### src/rtl/dsc_pkg.sv
// Purpose: constants for the display scaler configuration register bank
// Assumes: byte-wide register port driven by the two-wire serial slave engine
// Notes:   offsets are byte register addresses on the serial bus
package dsc_pkg;
    // -------------------------------------------------------------------
    // register offsets
    // -------------------------------------------------------------------
    localparam logic [7:0] DSC_OFF_CTRL  = 8'h08;
    localparam logic [7:0] DSC_OFF_SENSE = 8'h09;
    localparam logic [7:0] DSC_OFF_DEPOL = 8'h0A;
    localparam logic [7:0] DSC_OFF_SNAP  = 8'h0B;
    localparam logic [7:0] DSC_OFF_PANEL = 8'h0C;
    localparam logic [7:0] DSC_OFF_STRAP = 8'h0D;
    localparam logic [7:0] DSC_OFF_RSV0  = 8'h0E;
    localparam logic [7:0] DSC_OFF_RSV1  = 8'h0F;
    // -------------------------------------------------------------------
    // reset values
    // -------------------------------------------------------------------
    localparam logic [7:0] DSC_RST_CTRL  = 8'h39;
    localparam logic [7:0] DSC_RST_SENSE = 8'h95;
    localparam logic [7:0] DSC_RST_DEPOL = 8'h81;
    localparam logic [7:0] DSC_RST_ZERO  = 8'h00;
    // -------------------------------------------------------------------
    // writable bit masks per register
    // -------------------------------------------------------------------
    localparam logic [7:0] DSC_WM_CTRL   = 8'h3D;
    localparam logic [7:0] DSC_WM_SENSE  = 8'h78;
    localparam logic [7:0] DSC_WM_PANEL  = 8'hF0;
    localparam logic [7:0] DSC_WM_STRAP  = 8'hF0;
    localparam logic [7:0] DSC_WM_ALL    = 8'hFF;
    // -------------------------------------------------------------------
    // field positions
    // -------------------------------------------------------------------
    localparam int DSC_B_RUN     = 0;
    localparam int DSC_B_BYPASS  = 2;
    localparam int DSC_B_CLKSEL  = 3;
    localparam int DSC_B_HPASS   = 4;
    localparam int DSC_B_VPASS   = 5;
    localparam int DSC_B_IRQ     = 0;
    localparam int DSC_B_RSENSE  = 2;
    localparam int DSC_B_ISRC    = 3;
    localparam int DSC_B_MONITOR_PIN_SOURCE_SELECT_LO = 4;
    localparam int DSC_B_LOW_SWING_REFERENCE_FLAG    = 7;
    localparam int DSC_B_DEPOL   = 0;
    localparam int DSC_B_LOCK    = 2;
    // -------------------------------------------------------------------
    // monitor pin sources and pixel modes
    // -------------------------------------------------------------------
    localparam logic [2:0] DSC_MON_OFF   = 3'h0;
    localparam logic [2:0] DSC_MON_IRQ   = 3'h1;
    localparam logic [2:0] DSC_MON_SENSE = 3'h2;
    localparam logic [1:0] DSC_PM_SINGLE_IN_SINGLE_OUT = 2'h0;
    localparam logic [1:0] DSC_PM_SINGLE_IN_DUAL_OUT   = 2'h1;
    localparam logic [1:0] DSC_PM_DUAL_IN_DUAL_OUT     = 2'h3;
endpackage : dsc_pkg

### src/rtl/dsc_regs.sv
// Purpose: configuration and status register bank of the display transmitter
// Assumes: serial protocol engine delivers one byte access per strobe on clk_in
// Notes:   address auto-increments after every accepted or refused data byte

module dsc_regs (
    input  wire logic       clk_in,
    input  wire logic       rstn_in,
    // register port from the serial engine
    input  wire logic       addr_load_in,
    input  wire logic [7:0] addr_in,
    input  wire logic       wr_in,
    input  wire logic [7:0] wdata_in,
    input  wire logic       rd_in,
    output logic      [7:0] rdata_out,
    output logic            ack_out,
    output logic            rvalid_out,
    // pins and internal status (asynchronous)
    input  wire logic [1:0] pixel_mode_in,
    input  wire logic [3:0] panel_identifier_pins_in,
    input  wire logic       receiver_sense_in,
    input  wire logic       low_swing_ref_in,
    input  wire logic       pll_lock_in,
    input  wire logic [7:0] input_data_high_in,
    input  wire logic       hsync_in,
    input  wire logic       vsync_in,
    input  wire logic       de_in,
    // controls toward the datapath
    output logic            soft_power_down_out,
    output logic            scaler_bypass_out,
    output logic            clock_input_type_select_out,
    output logic            hsync_out,
    output logic            vsync_out,
    output logic            de_active_out,
    output logic            monitor_pin_output_out
);
    // -------------------------------------------------------------------
    // state
    // -------------------------------------------------------------------
    typedef struct packed {
        // host pointer and stored registers
        logic [7:0] addr;
        logic [7:0] ctrl;
        logic [7:0] sense;
        logic [7:0] depol;
        logic [7:0] panel;
        logic [7:0] strap;
        logic [7:0] rsv0;
        logic [7:0] rsv1;

        // two-flop synchronisers for the pins
        logic [1:0] pm_s1;
        logic [1:0] pm_s2;
        logic [3:0] id_s1;
        logic [3:0] id_s2;
        logic [2:0] st_s1;
        logic [2:0] st_s2;
        logic [7:0] dat_s1;
        logic [7:0] dat_s2;
        logic [2:0] vid_s1;
        logic [2:0] vid_s2;

        // host port answers
        logic [7:0] rdata;
        logic       ack;
        logic       rvalid;

        // datapath controls
        logic       pd;
        logic       byp;
        logic       clksel;
        logic       hs;
        logic       vs;
        logic       de;
        logic       mon;
    } dsc_state_t;

    dsc_state_t s_q;
    dsc_state_t s_d;

    logic       sense_now;
    logic       irq_now;
    logic       pm_valid_byp;
    logic [2:0] monitor_pin_source_select;
    logic [7:0] wmask;

    // -------------------------------------------------------------------
    // read data mux
    // -------------------------------------------------------------------
    // status bits are inserted live so a read never shows a stale copy
    function automatic logic [7:0] dsc_rd_mux(input dsc_state_t s, input logic irq,
                                              input logic sns);
        logic [7:0] v;
        v = dsc_pkg::DSC_RST_ZERO;
        unique case (s.addr)
            dsc_pkg::DSC_OFF_CTRL: begin
                v = s.ctrl;
            end
            dsc_pkg::DSC_OFF_SENSE: begin
                v = s.sense & dsc_pkg::DSC_WM_SENSE;
                v[dsc_pkg::DSC_B_IRQ]    = irq;
                v[dsc_pkg::DSC_B_RSENSE] = sns;
                v[dsc_pkg::DSC_B_LOW_SWING_REFERENCE_FLAG]   = s.st_s2[1];
            end
            dsc_pkg::DSC_OFF_DEPOL: begin
                v = s.depol;
            end
            dsc_pkg::DSC_OFF_SNAP: begin
                v = s.dat_s2;
            end
            dsc_pkg::DSC_OFF_PANEL: begin
                v = {s.panel[7:4], s.id_s2};
            end
            dsc_pkg::DSC_OFF_STRAP: begin
                v = s.strap & dsc_pkg::DSC_WM_STRAP;
                v[1:0] = s.pm_s2;
                v[dsc_pkg::DSC_B_LOCK] = s.st_s2[2];
            end
            dsc_pkg::DSC_OFF_RSV0: begin
                v = s.rsv0;
            end
            dsc_pkg::DSC_OFF_RSV1: begin
                v = s.rsv1;
            end
            default: begin
                // unmapped locations read as zero
                v = dsc_pkg::DSC_RST_ZERO;
            end
        endcase
        return v;
    endfunction : dsc_rd_mux

    // -------------------------------------------------------------------
    // write and control helpers
    // -------------------------------------------------------------------
    // writable bits per register; zero marks one that takes no store
    function automatic logic [7:0] dsc_wmask(input logic [7:0] a);
        logic [7:0] m;
        m = dsc_pkg::DSC_RST_ZERO;
        unique case (a)
            dsc_pkg::DSC_OFF_CTRL: begin
                m = dsc_pkg::DSC_WM_CTRL;
            end
            dsc_pkg::DSC_OFF_SENSE: begin
                m = dsc_pkg::DSC_WM_SENSE;
            end
            dsc_pkg::DSC_OFF_DEPOL: begin
                m = dsc_pkg::DSC_WM_ALL;
            end
            dsc_pkg::DSC_OFF_PANEL: begin
                m = dsc_pkg::DSC_WM_PANEL;
            end
            dsc_pkg::DSC_OFF_STRAP: begin
                m = dsc_pkg::DSC_WM_STRAP;
            end
            dsc_pkg::DSC_OFF_RSV0: begin
                m = dsc_pkg::DSC_WM_ALL;
            end
            dsc_pkg::DSC_OFF_RSV1: begin
                m = dsc_pkg::DSC_WM_ALL;
            end
            default: begin
                m = dsc_pkg::DSC_RST_ZERO;
            end
        endcase
        return m;
    endfunction : dsc_wmask

    function automatic logic [7:0] dsc_merge(input logic [7:0] old_v,
                                             input logic [7:0] new_v,
                                             input logic [7:0] mask);
        logic [7:0] r;
        r = (old_v & ~mask) | (new_v & mask);
        return r;
    endfunction : dsc_merge

    // bypass is honoured only in the two single-input pixel modes
    function automatic logic dsc_byp_ok(input logic [1:0] pm);
        logic ok;
        ok = (pm == dsc_pkg::DSC_PM_SINGLE_IN_SINGLE_OUT)
           | (pm == dsc_pkg::DSC_PM_SINGLE_IN_DUAL_OUT);
        return ok;
    endfunction : dsc_byp_ok

    // select one holds the stored interrupt bit instead of the live sense
    function automatic logic dsc_irq_pick(input logic [7:0] cfg, input logic sns);
        logic irq;
        if (cfg[dsc_pkg::DSC_B_ISRC]) begin
            irq = cfg[dsc_pkg::DSC_B_IRQ];
        end else begin
            irq = sns;
        end
        return irq;
    endfunction : dsc_irq_pick

    // reserved source codes keep the pin low
    function automatic logic dsc_mon_pick(input logic [2:0] sel, input logic irq,
                                          input logic sns);
        logic m;
        m = 1'b0;
        unique case (sel)
            dsc_pkg::DSC_MON_OFF: begin
                m = 1'b0;
            end
            dsc_pkg::DSC_MON_IRQ: begin
                m = irq;
            end
            dsc_pkg::DSC_MON_SENSE: begin
                m = sns;
            end
            default: begin
                m = 1'b0;
            end
        endcase
        return m;
    endfunction : dsc_mon_pick

    // -------------------------------------------------------------------
    // next state
    // -------------------------------------------------------------------
    always_comb begin
        s_d        = s_q;
        s_d.ack    = 1'b0;
        s_d.rvalid = 1'b0;

        // ---------------------------------------------------------------
        // pin synchronisers
        // ---------------------------------------------------------------
        s_d.pm_s1  = pixel_mode_in;
        s_d.pm_s2  = s_q.pm_s1;
        s_d.id_s1  = panel_identifier_pins_in;
        s_d.id_s2  = s_q.id_s1;
        s_d.st_s1  = {pll_lock_in, low_swing_ref_in, receiver_sense_in};
        s_d.st_s2  = s_q.st_s1;
        s_d.dat_s1 = input_data_high_in;
        s_d.dat_s2 = s_q.dat_s1;
        s_d.vid_s1 = {de_in, vsync_in, hsync_in};
        s_d.vid_s2 = s_q.vid_s1;

        // ---------------------------------------------------------------
        // live status
        // ---------------------------------------------------------------
        sense_now = s_q.st_s2[0];
        irq_now   = dsc_irq_pick(s_q.sense, sense_now);
        monitor_pin_source_select      = s_q.sense[dsc_pkg::DSC_B_MONITOR_PIN_SOURCE_SELECT_LO +: 3];
        wmask     = dsc_wmask(s_q.addr);

        // ---------------------------------------------------------------
        // host port, never gated by power-down
        // ---------------------------------------------------------------
        if (addr_load_in) begin
            s_d.addr = addr_in;
        end else if (wr_in) begin
            s_d.ack  = 1'b1;
            unique case (s_q.addr)
                dsc_pkg::DSC_OFF_CTRL: begin
                    s_d.ctrl = dsc_merge(s_q.ctrl, wdata_in, wmask);
                end
                dsc_pkg::DSC_OFF_SENSE: begin
                    s_d.sense = dsc_merge(s_q.sense, wdata_in, wmask);
                end
                dsc_pkg::DSC_OFF_DEPOL: begin
                    s_d.depol = dsc_merge(s_q.depol, wdata_in, wmask);
                end
                dsc_pkg::DSC_OFF_PANEL: begin
                    s_d.panel = dsc_merge(s_q.panel, wdata_in, wmask);
                end
                dsc_pkg::DSC_OFF_STRAP: begin
                    s_d.strap = dsc_merge(s_q.strap, wdata_in, wmask);
                end
                dsc_pkg::DSC_OFF_RSV0: begin
                    s_d.rsv0 = dsc_merge(s_q.rsv0, wdata_in, wmask);
                end
                dsc_pkg::DSC_OFF_RSV1: begin
                    s_d.rsv1 = dsc_merge(s_q.rsv1, wdata_in, wmask);
                end
                default: begin
                    // read-only or unmapped: no store and no acknowledge
                    s_d.ack = 1'b0;
                end
            endcase
            // the pointer moves on after a refused byte as well
            s_d.addr = s_q.addr + 8'h01;
        end else if (rd_in) begin
            s_d.rdata  = dsc_rd_mux(s_q, irq_now, sense_now);
            s_d.rvalid = 1'b1;
            s_d.addr   = s_q.addr + 8'h01;
        end

        // ---------------------------------------------------------------
        // datapath controls
        // ---------------------------------------------------------------
        s_d.pd       = ~s_q.ctrl[dsc_pkg::DSC_B_RUN];
        pm_valid_byp = dsc_byp_ok(s_q.pm_s2);
        s_d.byp      = s_q.ctrl[dsc_pkg::DSC_B_BYPASS] & pm_valid_byp;
        s_d.clksel   = s_q.ctrl[dsc_pkg::DSC_B_CLKSEL];
        if (s_q.ctrl[dsc_pkg::DSC_B_HPASS]) begin
            s_d.hs = s_q.vid_s2[0];
        end else begin
            // pass disabled: the sync goes out as a fixed low
            s_d.hs = 1'b0;
        end
        if (s_q.ctrl[dsc_pkg::DSC_B_VPASS]) begin
            s_d.vs = s_q.vid_s2[1];
        end else begin
            s_d.vs = 1'b0;
        end
        if (s_q.depol[dsc_pkg::DSC_B_DEPOL]) begin
            s_d.de = s_q.vid_s2[2];
        end else begin
            s_d.de = ~s_q.vid_s2[2];
        end
        s_d.mon = dsc_mon_pick(monitor_pin_source_select, irq_now, sense_now);
    end

    always_ff @(posedge clk_in or negedge rstn_in) begin
        if (!rstn_in) begin
            s_q       <= '0;
            s_q.ctrl  <= dsc_pkg::DSC_RST_CTRL;
            s_q.sense <= dsc_pkg::DSC_RST_SENSE;
            s_q.depol <= dsc_pkg::DSC_RST_DEPOL;
        end else begin
            s_q <= s_d;
        end
    end

    // -------------------------------------------------------------------
    // outputs
    // -------------------------------------------------------------------
    assign rdata_out                   = s_q.rdata;
    assign ack_out                     = s_q.ack;
    assign rvalid_out                  = s_q.rvalid;
    assign soft_power_down_out         = s_q.pd;
    assign scaler_bypass_out           = s_q.byp;
    assign clock_input_type_select_out = s_q.clksel;
    assign hsync_out                   = s_q.hs;
    assign vsync_out                   = s_q.vs;
    assign de_active_out               = s_q.de;
    assign monitor_pin_output_out      = s_q.mon;
endmodule : dsc_regs

### config.mk
export PLATFORM = sky130hd
export DESIGN_NAME = dsc_regs
export DESIGN_NICKNAME = d
export VERILOG_FILES = /design/src/rtl/dsc_pkg.sv /design/src/rtl/dsc_regs.sv
export SDC_FILE = /design/constraint.sdc
export NUM_CORES = 1
export LEC_CHECK = 0
export BUFFER_PORTS_ARGS = -buffer_cell sky130_fd_sc_hd__buf_2
export CAP_MARGIN = 20
export CELL_PAD_IN_SITES_DETAIL_PLACEMENT = 0
export CELL_PAD_IN_SITES_GLOBAL_PLACEMENT = 1
export CORE_UTILIZATION = 40
export CTS_BUF_LIST = sky130_fd_sc_hd__clkbuf_8
export DETAILED_ROUTE_END_ITERATION = 8
export PLACE_DENSITY = 0.71
export SETUP_SLACK_MARGIN = 0.05
export SLEW_MARGIN = 20
export SYNTH_ARGS = -nofsm -noshare
export SYNTH_HDL_FRONTEND = slang
export SYNTH_SLANG_ARGS = --single-unit
### constraint.sdc
create_clock -name clk_in -period 4 [get_ports clk_in]
set_input_delay 0.8 -clock clk_in [delete_from_list [all_inputs] [get_ports clk_in]]
set_output_delay 0.8 -clock clk_in [all_outputs]
set_load 0.1 [all_outputs]
==> results of run 1 <==
## stage by stage
stage	area, um2	utilization [%]	hold slack (ns)
floorplan	4490	-	0.331
global placement	4850	44.5	0.333
detailed placement	4850	44.5	0.335
CTS	5030	46.2	0.356
global route	5030	46.2	0.358
finish	5030	46.2	0.347
## power by group through the flow
stage / clock, mW / sequential (mW) / combinational, mW
after floorplan: 0 / 1.29 / 0.191
after global placement: 0 / 1.27 / 0.325
after detailed placement: 0 / 1.27 / 0.327
after CTS: 0.642 / 1.25 / 0.328
after global routing: 0.689 / 1.26 / 0.353
final: 0.618 / 1.25 / 0.327
## layout make-up
| type | count | area share, % |
|---|---|---|
| flip-flops and latches | 110 | 54.9 |
| multi-input cells | 185 | 31.1 |
| repair buffers | 62 | 6.47 |
| well taps | 140 | 3.48 |
| clock buffers | 9 | 2.46 |
| clock inverters | 7 | 1.12 |
| inverters | 6 | 0.448 |
## metal layers
layer / track usage (%) / part of all wire (%) / up-vias
li1: - / - / 1256
met1: 23.5 / 47 / 1310
met2: 26.5 / 47 / 72
met3: 4.72 / 5.1 / 11
met4: 5.77 / 1.3 / 0
met5: 0 / 0 / -
## synthesized netlist by cell type, drive strengths merged
library cell    n  area [um2]
a21oi           7        38.8
a221o           1        10.0
a221oi          6        52.6
a222oi          2        20.0
a22o            4        35.0
a22oi          11        82.6
a32o            1        10.0
a32oi           1        8.76
and2            2        12.5
and3            1        6.26
buf            19         118
clkbuf          5        20.0
dfrtp         102        2550
dfstp           8         210
ha              4        50.1
inv             6        22.5
mux2           59         664
mux2i           1        10.0
nand2          22        92.6
nand2b          1        6.26
nand3           5        37.5
nand3b          2        15.0
nand4           6        73.8
nand4b          1        8.76
nor2            9        48.8
nor2b           4        25.0
nor3            1        5.00
nor4            3        33.8
o2111ai         1        8.76
o211a           1        10.0
o211ai          1        7.51
o21a            1        7.51
o21ai          15        75.1
o221ai          1        8.76
o311ai          1        8.76
or3             1        11.3
or3b            1        8.76
xnor2           5        43.8
xor2            3        26.3
## how the worst min path moves through the flow
stage | start | cells after the start | slack, ns | to
6_report | s_d[48] | 0 | 0.35 | s_q[48]
5_1_grt | s_d[48] | 0 | 0.36 | s_q[48]
4_1_cts | s_d[48] | 0 | 0.36 | s_q[48]
3_5_place_dp | s_d[24] | 0 | 0.33 | s_q[24]
3_3_place_gp | s_d[19] | 0 | 0.33 | s_q[19]
2_1_floorplan | s_d[17] | 0 | 0.33 | s_q[17]
## kinds of logic (layout without fill, tap and decap cells)
logic type / count (synthesis) / after routing
AO/OA/AOI/OAI: 54 / 54
XOR/XNOR: 8 / 8
adder cells (fa/ha/maj): 4 / 4
buffers and inverters: 30 / 84
flip-flops: 110 / 110
multiplexers: 60 / 60
AND/OR/NAND/NOR: 59 / 59
==> impl_metrics.json, run 1 <==
{
  "via_per_inst": 5.10,
  "dpl_worst_slack_ns": 1.29,
  "gp_congestion": 0.772,
  "wl_um": 8990,
  "cts_tree": "built",
  "ctsResizeCount": 0,
  "power_frac_clock_pct": 28.2,
  "core_um2": 10900,
  "setup.worst_path.end_class": "register",
  "powerDensity_nw_per_um2": 436,
  "antenna_found_initial": 0,
  "yosysWarnings": 0,
  "area_growth_pct": 12.1,
  "regToRegSetupSlack_ns": 1.43,
  "start_util_pct": 41.2,
  "boundaryPins": 58,
  "syn_area_um2": 4490,
  "fin_crit_sh_pct": 64.2,
  "regArea_um2": 2760,
  "slew_violations": 0,
  "cts_buffer_depth": 2,
  "crit_path_max_fanout": 20,
  "drive_gt1_share_pct": 41.2,
  "cp_top_family": "simple AND/OR/NAND/NOR gates",
  "initialDrtViolationCount": 155,
  "die_w_um": 108,
  "setup_viol": 0,
  "track_usage_pct": 17.2,
  "fmax_mhz": 389,
  "synth.ff_latch_count": 110,
  "internal_power_mw": 1.54,
  "firstDrtPassIters": 5,
  "antenna_cells": 0,
  "worstSetupStartpointType": "register",
  "slowest_stage": "nor2b_1",
  "required_ns": 4.27,
  "yosys-mux-area-fraction_pct": 15.0,
  "maxCapViolCount": 0,
  "synth_compound_area_share_pct": 8.56,
  "seqPwrFrac_pct": 56.9,
  "n_fill_cell": 982,
  "syn_nets": 370,
  "setup_slack_ns": 1.43,
  "ctsHoldBuffers": 0,
  "post_cts_buffers": 0,
  "dp_hpwl_um": 6150,
  "grt_pass1_vias": 2852,
  "ys_types": 52,
  "postRouteAntennaNets": 0,
  "fp.dieH_um": 108,
  "rsz0062_at_grt": "no",
  "crit_start": "s_q[115]",
  "multi_input_area_um2": 1560,
  "hold_path.class": "register to register",
  "grt_pass1_wl_um": 14800,
  "htree_levels": 3,
  "synth_xor_area_share_pct": 1.56,
  "tns_ns": 0,
  "cts_buffers": 9,
  "synth.avg_cell_area_um2": 13.8,
  "ir_worst_vdd_v": 0.000240,
  "worst_path_largest_cell_delay_ns": 0.76,
  "fin_skew_ns": 0.0119,
  "synthAdderAreaFrac_pct": 1.12,
  "synth-simple-area-share_pct": 8.59,
  "combPwrFrac_pct": 14.9,
  "p_switching_mw": 0.653,
  "r2r_start": "s_q[115]",
  "worst_slew_pin_slew_ns": 0.872,
  "final_common_cell": "dfrtp_1",
  "switching_share_pct": 29.7,
  "synth_top_family_by_area": "multiplexers",
  "p_leak_nw": 2.35,
  "dieArea_um2": 11600,
  "grt_max_degree": 50,
  "hold_viol": 0,
  "cp.arrival_ns": 2.84,
  "period_needed_ns": 2.57,
  "port_buffers": 57,
  "wl_per_cell_um": 17.3,
  "cts.sinks": 110,
  "relSlewSlack_pct": 41.9,
  "most-common-layout-cells": "dfrtp_1 (102), mux2_2 (59), buf_2 (56), nand2_1 (20), o21ai_0 (14)",
  "cp_cell_sequence": "nor2b_1 > nand4_2 > a21oi_2 > mux2_2",
  "route.detailed.drc": 0,
  "grt_overflow": 0,
  "rows": 38,
  "dpl.cell_count": 503,
  "yosysSeqAreaShare_pct": 61.6,
  "clkSlewWorstSetupHoldPaths_ns": 0.11,
  "clk_latency_ns": 0.38,
  "crit_buf_inv": 0,
  "status": "completed",
  "finalPower_mw": 2.20,
  "syn_inst": 325,
  "final_cells": 519,
  "cts_root_buf": "clkbuf_8",
  "vias": 2649,
  "path_depth": 4,
  "crit_type": "register to register",
  "nets": 419,
  "worstRegToRegCells": 4
}
Power figures use the tool's default switching activity.
==> run 2, diff against run 1 <==
- PLACE_DENSITY: 0.71 -> 0.73
- clock period: 4 -> 2.2 ns (I/O delays scaled with it)
==> run 2 against run 1 <==
Critical path type unchanged. Global-route usage rose by 0.35 points. Worst setup slack worse by 1.3 ns. Final cell count increased by 2.3%. Sequential power increased by 81%.
==> impl_metrics.json, run 2 (synthesis gave the netlist of run 1 again) <==
{
  "fin_crit_sh_pct": 93.9,
  "setup_viol": 0,
  "power_frac_clock_pct": 29.6,
  "antenna_cells": 0,
  "vias": 2747,
  "crit_type": "register to register",
  "regArea_um2": 2760,
  "nets": 431,
  "grt_max_degree": 42,
  "grt_pass1_vias": 2832,
  "ir_worst_vdd_v": 0.000616,
  "powerDensity_nw_per_um2": 795,
  "seqPwrFrac_pct": 54.8,
  "wl_per_cell_um": 17.4,
  "postRouteAntennaNets": 0,
  "p_switching_mw": 1.25,
  "boundaryPins": 58,
  "clk_latency_ns": 0.39,
  "fmax_mhz": 484,
  "worst_path_largest_cell_delay_ns": 0.50,
  "cts.sinks": 110,
  "gp_congestion": 0.838,
  "rows": 38,
  "maxCapViolCount": 0,
  "dieArea_um2": 11600,
  "combPwrFrac_pct": 15.7,
  "slowest_stage": "ha_1",
  "fp.dieH_um": 108,
  "switching_share_pct": 30.4,
  "cts_tree": "built",
  "cp_cell_sequence": "inv_1 > ha_1 > nand2_1 > nor2_4 > mux2_2",
  "ctsHoldBuffers": 0,
  "initialDrtViolationCount": 129,
  "required_ns": 2.47,
  "firstDrtPassIters": 4,
  "dp_hpwl_um": 6580,
  "worstSetupStartpointType": "register",
  "hold_path.class": "primary input to asynchronous set/reset pin",
  "relSlewSlack_pct": 65.7,
  "dpl_worst_slack_ns": 0.176,
  "cts_buffers": 9,
  "cts_root_buf": "clkbuf_8",
  "clkSlewWorstSetupHoldPaths_ns": 0.12,
  "area_growth_pct": 15.6,
  "die_w_um": 108,
  "setup_slack_ns": 0.135,
  "slew_violations": 0,
  "setup.worst_path.end_class": "register",
  "top_layer_used": "met4",
  "htree_levels": 3,
  "r2r_start": "s_q[113]",
  "crit_start": "s_q[113]",
  "worstRegToRegCells": 5,
  "grt_pass1_wl_um": 15100,
  "crit_path_max_fanout": 11,
  "start_util_pct": 41.2,
  "n_fill_cell": 950,
  "track_usage_pct": 17.6,
  "p_leak_nw": 2.43,
  "route.detailed.drc": 0,
  "regToRegSetupSlack_ns": 0.13,
  "met3RoutedLength_um": 495,
  "final_common_cell": "dfrtp_1",
  "cp.arrival_ns": 2.34,
  "port_buffers": 57,
  "most-common-layout-cells": "dfrtp_1 (102), mux2_2 (59), buf_2 (56), nand2_1 (20), buf_4 (15)",
  "wl_um": 9260,
  "period_needed_ns": 2.07,
  "drive_gt1_share_pct": 43.2,
  "via_per_inst": 5.17,
  "ctsResizeCount": 0,
  "cts_buffer_depth": 2,
  "wl_met2_um": 4180,
  "rsz0062_at_grt": "no",
  "post_cts_buffers": 0,
  "wl_met1_um": 4320,
  "finalPower_mw": 4.12,
  "internal_power_mw": 2.87,
  "antenna_found_initial": 0,
  "fin_skew_ns": 0.0154,
  "grt_overflow": 0,
  "tns_ns": 0,
  "status": "completed",
  "worst_slew_pin_slew_ns": 0.514,
  "multi_input_area_um2": 1560,
  "core_um2": 10900,
  "hold_viol": 0
}
## run 2: cell count changes in the layout (fill, tap and decap cells not counted)
cell | before | now
clkinv_8 | 0 | 3
buf_4 | 6 | 15
clkinv_2 | 1 | 0
inv_1 | 7 | 6
inv_6 | 1 | 2
clkinvlp_4 | 1 | 0
inv_8 | 2 | 1
buf_12 | 0 | 3
## run 2: how the worst min path moves through the flow
stage / start / end / slack, ns / depth (start not counted)
after global routing: rstn_in / asynchronous set/reset pin / 0.03 / 1
after detailed placement: s_d[25] / s_q[25] / 0.33 / 0
final: rstn_in / asynchronous set/reset pin / 0.02 / 1
after global placement: s_d[39] / s_q[39] / 0.33 / 0
after CTS: rstn_in / asynchronous set/reset pin / 0.008 / 1
after floorplan: rstn_in / asynchronous set/reset pin / 0.14 / 0
## run 2: layout make-up
cell class,instances,area share [%]
Sequential cell,110,53.3
Multi-Input combinational cell,185,30.1
Timing Repair Buffer,74,8.73
Tap cell,140,3.38
Clock buffer,9,2.39
Clock inverter,7,1.66
Inverter,6,0.434
## run 2: through the flow
step | utilization, % | std cells | hold slack (ns) | cell area, um2
finish | 47.6 | 531 | 0.0160 | 5190
global route | 47.6 | 531 | 0.0260 | 5190
CTS | 47.6 | 531 | 0.00788 | 5190
detailed placement | 45.7 | 515 | 0.335 | 4980
global placement | 45.7 | 515 | 0.333 | 4980
floorplan | - | 325 | 0.144 | 4490
## run 2: power by group through the flow
stage | Combinational [mW] | Sequential (mW) | Clock, mW
6_report | 0.646 | 2.26 | 1.22
5_1_grt | 0.698 | 2.28 | 1.35
4_1_cts | 0.649 | 2.26 | 1.27
3_5_place_dp | 0.646 | 2.30 | 0
3_3_place_gp | 0.637 | 2.29 | 0
2_1_floorplan | 0.347 | 2.35 | 0
## run 2: layer usage
layer	vias to the layer above	track usage, %
li1	1295	-
met1	1359	23.9
met2	74	26.5
met3	19	4.66
met4	0	7.53
met5	-	0
## run 2: worst max-delay path: cells and delay by family, from the launching register on
family / cells / cell delay, ns
DFF: 1 / 0.45
buffers and inverters: 1 / 0.14
adders and majority gates: 1 / 0.50
and+or+nand+nor: 2 / 0.49
muxes: 1 / 0.38
